===== config.mk =====
export PLATFORM = sky130hd
export DESIGN_NAME = programming_trigger_handshake
export DESIGN_NICKNAME = d
export VERILOG_FILES = /design/src/prog_trig_pkg.sv /design/src/programming_trigger_handshake.sv /design/src/pulse_qualifier.sv
export SDC_FILE = /design/constraint.sdc
export NUM_CORES = 1
export LEC_CHECK = 0
export ABC_AREA = 1
export BUFFER_PORTS_ARGS = -buffer_cell sky130_fd_sc_hd__clkbuf_2
export CAP_MARGIN = 20
export CORE_UTILIZATION = 48
export DETAILED_ROUTE_END_ITERATION = 12
export PLACE_DENSITY = 0.73
export SETUP_SLACK_MARGIN = 0.02
export SYNTH_ARGS = -nofsm -noshare
export SYNTH_HDL_FRONTEND = slang
export SYNTH_SLANG_ARGS = --single-unit

===== constraint.sdc =====
create_clock -name clk_i -period 13.4 [get_ports clk_i]
set_input_delay 4.02 -clock clk_i [delete_from_list [all_inputs] [get_ports clk_i]]
set_output_delay 4.02 -clock clk_i [all_outputs]
set_load 0.005 [all_outputs]

===== src/prog_trig_pkg.sv =====
// constants and types for the programming trigger handshake
// ****************************************************************
// ****************************************************************
package prog_trig_pkg;
  localparam int unsigned CLK_HZ = 250_000_000;
  localparam int unsigned START_PULSE_MS = 100;
  localparam int unsigned START_PULSE_CYC = CLK_HZ / 1000 * START_PULSE_MS;
  localparam int unsigned BLINK_HALF_MS = 50;
  localparam int unsigned BLINK_HALF_CYC = CLK_HZ / 1000 * BLINK_HALF_MS;
  localparam int unsigned BEEP_MS = 200;
  localparam int unsigned BEEP_CYC = CLK_HZ / 1000 * BEEP_MS;
  localparam int unsigned CNT_W = 32;
  typedef enum logic [2:0] {
    ST_IDLE,
    ST_RUN,
    ST_BEEP,
    ST_DONE
  } state_t;
endpackage


===== src/programming_trigger_handshake.sv =====
// start handshake, result pins, lamp and buzzer control
`timescale 1ns/1ps
module programming_trigger_handshake #(
  parameter int unsigned START_CYC = prog_trig_pkg::START_PULSE_CYC,
  parameter int unsigned BUTTON_CYC = prog_trig_pkg::START_PULSE_CYC,
  parameter int unsigned BLINK_CYC = prog_trig_pkg::BLINK_HALF_CYC,
  parameter int unsigned BEEP_LEN = prog_trig_pkg::BEEP_CYC
) (
  input wire logic clk_i,
  input wire logic rst_i,
  input wire logic start_trigger_n_i,
  input wire logic manual_trigger_button_n_i,
  input wire logic prog_done_i,
  input wire logic prog_ok_i,
  output logic prog_start_o,
  output logic busy_n_o,
  output logic pass_indicator_n_o,
  output logic fail_indicator_n_o,
  output logic activity_lamp_o,
  output logic buzzer_o
);
  localparam int W = prog_trig_pkg::CNT_W;

  logic machine_hit;
  logic button_hit;
  logic start_req;
  logic offline;
  logic ok_latched;
  logic [W-1:0] blink_cnt;
  logic [W-1:0] beep_cnt;
  prog_trig_pkg::state_t state;
  logic start_take;

  // idle and done both accept a new start; every other state refuses it
  function automatic logic start_open(input prog_trig_pkg::state_t s);
    return (s == prog_trig_pkg::ST_IDLE) || (s == prog_trig_pkg::ST_DONE);
  endfunction

  // ****************************************************************
  // start qualification
  // ****************************************************************
  pulse_qualifier #(.MIN_CYC(START_CYC)) u_machine_q (
    .clk_i(clk_i),
    .rst_i(rst_i),
    .level_n_i(start_trigger_n_i),
    .hit_o(machine_hit)
  );

  // the button is also width-qualified, which doubles as debounce
  pulse_qualifier #(.MIN_CYC(BUTTON_CYC)) u_button_q (
    .clk_i(clk_i),
    .rst_i(rst_i),
    .level_n_i(manual_trigger_button_n_i),
    .hit_o(button_hit)
  );

  assign start_req = machine_hit | button_hit;
  // a start only counts when the sequencer can take it; busy and results follow it
  assign start_take = start_req && start_open(state);

  // ****************************************************************
  // run sequencer
  // ****************************************************************
  // starts outside idle/done are dropped, a run cannot be re-entered
  always_ff @(posedge clk_i or posedge rst_i) begin
    if (rst_i) begin
      state <= prog_trig_pkg::ST_IDLE;
      offline <= 1'b0;
      ok_latched <= 1'b0;
      beep_cnt <= '0;
    end else begin
      case (state)
        prog_trig_pkg::ST_IDLE, prog_trig_pkg::ST_DONE: begin
          if (start_req) begin
            state <= prog_trig_pkg::ST_RUN;
            offline <= button_hit & ~machine_hit;
          end
        end
        prog_trig_pkg::ST_RUN: begin
          if (prog_done_i) begin
            ok_latched <= prog_ok_i;
            beep_cnt <= '0;
            // only a successful offline run beeps
            state <= (prog_ok_i && offline) ? prog_trig_pkg::ST_BEEP
                                            : prog_trig_pkg::ST_DONE;
          end
        end
        prog_trig_pkg::ST_BEEP: begin
          beep_cnt <= beep_cnt + 1'b1;
          if (beep_cnt == BEEP_LEN[W-1:0] - 1'b1) begin
            state <= prog_trig_pkg::ST_DONE;
          end
        end
        default: begin
          state <= prog_trig_pkg::ST_IDLE;
        end
      endcase
    end
  end

  // ****************************************************************
  // handshake outputs
  // ****************************************************************
  // start strobe to the programming engine, one cycle
  always_ff @(posedge clk_i or posedge rst_i) begin
    if (rst_i) begin
      prog_start_o <= 1'b0;
    end else begin
      prog_start_o <= start_take;
    end
  end

  // busy low throughout the run; results cleared at start, set at completion
  always_ff @(posedge clk_i or posedge rst_i) begin
    if (rst_i) begin
      busy_n_o <= 1'b1;
      pass_indicator_n_o <= 1'b1;
      fail_indicator_n_o <= 1'b1;
    end else begin
      busy_n_o <= !(state == prog_trig_pkg::ST_RUN && !prog_done_i) && !start_take;
      if (start_take) begin
        pass_indicator_n_o <= 1'b1;
        fail_indicator_n_o <= 1'b1;
      end else if (state == prog_trig_pkg::ST_RUN && prog_done_i) begin
        pass_indicator_n_o <= ~prog_ok_i;
        fail_indicator_n_o <= prog_ok_i;
      end
    end
  end

  // ****************************************************************
  // lamp and buzzer
  // ****************************************************************
  // lamp toggles each half period while an offline run is in progress
  always_ff @(posedge clk_i or posedge rst_i) begin
    if (rst_i) begin
      blink_cnt <= '0;
      activity_lamp_o <= 1'b0;
    end else if (state == prog_trig_pkg::ST_RUN && offline) begin
      if (blink_cnt == BLINK_CYC[W-1:0] - 1'b1) begin
        blink_cnt <= '0;
        activity_lamp_o <= ~activity_lamp_o;
      end else begin
        blink_cnt <= blink_cnt + 1'b1;
      end
    end else begin
      blink_cnt <= '0;
      // steady on after offline success, off after offline failure
      activity_lamp_o <= (state == prog_trig_pkg::ST_DONE) && offline && ok_latched;
    end
  end

  // buzzer mirrors the beep state one edge late, so it comes straight from a flop
  always_ff @(posedge clk_i or posedge rst_i) begin
    if (rst_i) begin
      buzzer_o <= 1'b0;
    end else begin
      buzzer_o <= (state == prog_trig_pkg::ST_BEEP);
    end
  end
endmodule // programming_trigger_handshake


===== src/pulse_qualifier.sv =====
// low-pulse width qualifier for the start and button inputs
`timescale 1ns/1ps
module pulse_qualifier #(
  parameter int unsigned MIN_CYC = prog_trig_pkg::START_PULSE_CYC
) (
  input wire logic clk_i,
  input wire logic rst_i,
  input wire logic level_n_i,
  output logic hit_o
);
  logic [prog_trig_pkg::CNT_W-1:0] low_cnt;

  // count low cycles; one pulse once the low has lasted MIN_CYC
  always_ff @(posedge clk_i or posedge rst_i) begin
    if (rst_i) begin
      low_cnt <= '0;
      hit_o <= 1'b0;
    end else begin
      hit_o <= 1'b0;
      if (level_n_i) begin
        low_cnt <= '0;
      end else if (low_cnt < MIN_CYC[prog_trig_pkg::CNT_W-1:0]) begin
        low_cnt <= low_cnt + 1'b1;
        // fires once per low phase, so a long hold gives one start
        hit_o <= (low_cnt == MIN_CYC[prog_trig_pkg::CNT_W-1:0] - 1'b1);
      end
    end
  end
endmodule // pulse_qualifier


### Word-level counts from Yosys, hierarchy flattened

Index checks and enable logic that the tools add are counted.

* logic and storage cells: 82
* bits of input ports: 6
* register bits after elaboration: 141
* output and inout port bits: 6

* equal/unequal tests: 11
* $lt $le $gt $ge: 2
* mux-type cells: 23
* add/sub/neg operators: 4
* reduce and logical (&&, ||, !) cells: 22
* bitwise gates (word level): 5

Operators with widths (number)
* 32-bit two-way mux: 7
* 32-bit by 1-bit adder with 32-bit output, second input constant: 4
* 32-bit by 25-bit equality test with 1-bit output, second input constant: 2
* 32-bit by 25-bit < comparator with 1-bit output, second input constant: 2
* 32-bit one-hot mux with 2 select lines: 1
* 32-bit by 24-bit equality test with 1-bit output, second input constant: 1
* 32-bit by 26-bit equality test with 1-bit output, second input constant: 1
* 1-bit two-way mux: 11
* 3-bit two-way mux: 3
* 3-bit one-hot mux with 3 select lines: 1
* 1-bit logical AND: 8
* 2-bit nonzero test: 4
* 3-bit by 2-bit equality test with 1-bit output, second input constant: 2
* 2-bit inequality test, second input constant: 3
* 2-bit AND reduction: 3
* 3-bit by 1-bit equality test with 1-bit output, second input constant: 1
* 1-bit zero test: 3
* 3-bit zero test: 1
* 1-bit NOT: 3
* 3-bit AND reduction: 1
* 2-bit by 1-bit inequality test with 1-bit output, second input constant: 1
* 2-bit OR reduction: 1
* 1-bit bitwise AND: 1
* 1-bit logical OR: 1
* 1-bit bitwise OR: 1

### Logic depth before layout (Yosys ltp)

* word-level depth: 5
* mapped depth: 11
* mapped depth without buffers: 11

### By module

Synthesis repeated with hierarchy kept, for this count alone.

* cell total of the unflattened synthesis: 1297
* area total of the unflattened synthesis: 8715.9 µm²

By module, submodules not included
* programming_trigger_handshake: cells each 645, area each 4399.2 µm², seq. area each 1855.5 µm², times used 1
* pulse_qualifier: cells each 326, area each 2158.3 µm², seq. area each 825.8 µm², times used 2

### Worst setup path before layout

Ideal clock, no wire load.

* path kind: input -> register
* from: input port start_trigger_n_i
* to: register u_machine_q.low_cnt[19] (netlist bit)
* path slack: 8.400 ns
* required time: 13.317 ns
* data arrival time: 4.917 ns
* path buffers: 3
* setup time: 0.083 ns
* cell stages on the path: 6
* path through: clkbuf_1 > inv_1 > buf_2 > buf_1 > nand3_1 > o21ai_0

* word-level cells in the longest chain between the ends: 1

Ends and longest elaborated chain
* start: declaration: RTL line programming_trigger_handshake.sv:11 `input wire logic start_trigger_n_i,`
* 32-bit two-way mux or 2-bit nonzero test (tied branches)
* end signal: assignment: RTL line pulse_qualifier.sv:23 `low_cnt <= low_cnt + 1'b1;`
* end: declaration: RTL line pulse_qualifier.sv:11 `logic [prog_trig_pkg::CNT_W-1:0] low_cnt;`

Parallel ways exist; a longest one is shown, timed or not.
A chain may end at the register's enable or synchronous reset.

### Worst setup path after layout

* from: input port manual_trigger_button_n_i
* to: register u_button_q.low_cnt[3] (netlist bit)

* word-level cells in the longest chain between the ends: 1

Ends and longest elaborated chain
* start: declaration: RTL line programming_trigger_handshake.sv:12 `input wire logic manual_trigger_button_n_i,`
* 32-bit two-way mux or 2-bit nonzero test (tied branches)
* end signal: assignment: RTL line pulse_qualifier.sv:23
* end: declaration: RTL line pulse_qualifier.sv:11

Parallel ways exist; a longest one is shown, timed or not.

==> impl_metrics.yaml <==
worst_hold_path:
  holdPathStages: 2
  worstHoldEndpoint: "u_button_q.low_cnt[28]$_DFFE_PP0P_"
  hp-start: "u_button_q.low_cnt[28]$_DFFE_PP0P_"
  min_path_type: "flip-flop to flip-flop"
placement:
  dpl.hpwl_mm: 13.7
  io_buffers: 11
  place.gp.congestion: 0.881
  post_dp_cell_area_mm2: 0.00885
power_and_ir_drop:
  power_leakage_nw: 4.33
  switchingPower_uw: 205
  ir_drop_uv: 88.2
  p_clk_share_pct: 51.1
  p_seq_share_pct: 46.9
  power.density_mw_per_mm2: 96.5
  intPower_uw: 705
  combPwrFrac_pct: 2.0
  p_sw_share_pct: 22.5
sta:
  worst_pin_slew_ns: 0.969
  period_minus_slack_ns: 5.55
  setup_tns_ns: 0
  rsz0062_at_grt: "no"
  setup_violations: 0
  slew_headroom_pct: 35.4
  max_freq_ghz: 0.180
  fin_crit_sh_pct: 41.4
  skew_ns: 0.00703
  finalMaxSlewViolations: 0
  final_hold_viol_count: 0
global_routing:
  grt_pass1_wl_mm: 34.2
  grt_overflow: 0
  antenna_found_initial: 0
  grt_pass1_vias: 7328
  grt_max_degree: 78
  grt.total_usage_pct: 23.0
synthesis:
  synth.top_cells.by_count: "nand2_1 (374), nor2_1 (265), inv_1 (139)"
  synth_top_area_share_pct: 39.7
  ys_top_cells_by_area: "dfrtp_1 (40%), nand2_1 (16%), nor2_1 (12%), nand3_1 (6.8%), inv_1 (6.0%)"
  ys_seq_elements: 140
  yosysWarnings: 0
  synth_cells: 1281
  ys_async_sr_fraction_pct: 100
  ys_seq_area_share_pct: 40.6
  synth_edf_count: 0
  synth_largest_area_cell: "dfrtp_1"
  avgSynthCellArea_um2: 6.75
  synth_cell_types: 38
  netlist_area_mm2: 0.00864
  synth_ff_type: "dfrtp_1"
  synth.most_common_cell: "nand2_1"
  syn_nets: 1294
cells_and_area:
  final_util_pct: 54.1
  fillers: 1711
  diodes: 0
  drive_gt1_share_pct: 6.00
  fin_nets: 1300
  area_growth_pct: 9.05
  fin_area_mm2: 0.00942
worst_setup_path:
  r2r-end: "beep_cnt[23]$_DFFE_PP0P_"
  path_class: "input port to flip-flop"
  required_ns: 13.73
  critical_path.startpoint_type: "input port"
  r2r_cells: 10
  timing.rr.start: "state[0]$_DFFE_PP0P_"
  rrSetupSlack_ns: 10.72
  path_max_fanout: 33
  startpoint: "manual_trigger_button_n_i"
  endpoint_kind: "flip-flop"
  arrival_ns: 5.88
floorplanning:
  initial_core_util_pct: 49.6
  fp.coreArea_mm2: 0.0174
  die_w_um: 136
  io_pins: 12
  fp.dieH_um: 136
  rows: 48
  dieArea_mm2: 0.0185
clock_network:
  root_buffer: "clkbuf_16"
  cts-htree-levels: 4
  path_clk_slew_ns: 0.06
  post_cts_resize_count: 0
  clk_path_buf_depth: 2
  ctsHoldBuffers: 0
  cts_tree: "built"
  post_cts_buffers: 0
  clock_sinks: 140
  cts_made_buffers: 17
  clk_latency_ns: 0.43
routing:
  drt-total-wl_mm: 19.9
  ant_nets: 0
  drt-vias-per-instance: 5.22
  drt_iter0_drc: 578
  drt-pass1-iter-count: 6
  wire_per_inst_um: 13.0
  vias: 7954
  post-route-drc-count: 0
run:
  maxCapViolations: 0
run_status:
  status: "complete, no violations"
==> state kept, by name (all words and copies together) (netlist names), 2 cells and up <==
register	count
u_button_q.low_cnt	32
blink_cnt	32
beep_cnt	32
state	2
u_machine_q.low_cnt	32
==> worst max-delay path by stage <==
stage               slack, ns  cells past startpoint                                end
finish                   7.85                      4  u_button_q.low_cnt[3]$_DFFE_PP0P_
global route             7.65                      4  u_button_q.low_cnt[3]$_DFFE_PP0P_
CTS                      7.88                      4  u_button_q.low_cnt[3]$_DFFE_PP0P_
detailed placement       7.41                      4  u_button_q.low_cnt[3]$_DFFE_PP0P_
global placement         7.55                      5  u_button_q.low_cnt[8]$_DFFE_PP0P_
floorplan                5.63                      1        activity_lamp_o$_DFFE_PP0P_
==> metrics by stage <==
step | power (mW) | instances | setup WS [ns] | hold slack [ns]
6_report | 0.909 | 1525 | 7.85 | 0.490
5_1_grt | 0.934 | 1525 | 7.65 | 0.514
4_1_cts | 0.915 | 1525 | 7.88 | 0.490
3_5_place_dp | 0.453 | 1493 | 7.41 | 0.479
3_3_place_gp | 0.453 | 1493 | 7.55 | 0.470
2_1_floorplan | 0.447 | 1281 | 5.63 | 0.449
==> cell usage in the layout (no fill, tap or decap), drive strengths merged, types with 15 or more instances in the layout <==
cell type,n
nand4,27
inv,142
nor2,274
xnor2,15
a21oi,20
xor2,23
dfrtp,137
nor3,40
o21ai,32
clkbuf,32
nand3,130
nand2,380
==> cell type report <==
cell class	instances	area [um^2]	share of cell area (%)
clock buffers	21	450	4.78
clock inverters	11	119	1.26
inverters	141	534	5.67
multi-input cells	974	4460	47.3
flip-flops and latches	140	3510	37.2
well taps	225	282	2.99
repair buffers	13	70.1	0.743
==> per-layer routing <==
metal	GRT usage (%)	part of all wire (%)	vias to the layer above	wire length (um)
met5	0	0	-	0
met4	6.67	1.2	0	248
met3	4.21	4.4	31	868
met2	36.8	46	179	9060
met1	31.8	49	3689	9680
li1	-	-	4055	-
==> critical path, stage by stage <==
cell and delay, ns:
clkbuf_2 0.31, inv_1 0.83, nand2_2 0.40, o21ai_0 0.32
==> logic make-up after synthesis <==
| group | share of synthesized area [%] |
|---|---|
| buffers and inverters | 7.79 |
| adders and majority gates | 1.01 |
| DFF | 40.6 |
| AOI/OAI and AO/OA | 3.76 |
| and+or+nand+nor | 43.0 |
| xor gates and xnor gates | 3.85 |
==> power by group through the flow <==
stage	clock network (mW)	registers, mW	logic (mW)
6_report	0.465	0.426	0.0185
5_1_grt	0.486	0.426	0.0218
4_1_cts	0.470	0.426	0.0192
3_5_place_dp	0	0.434	0.0192
3_3_place_gp	0	0.434	0.0190
2_1_floorplan	0	0.433	0.0137
(Power assumes the default switching activity.)
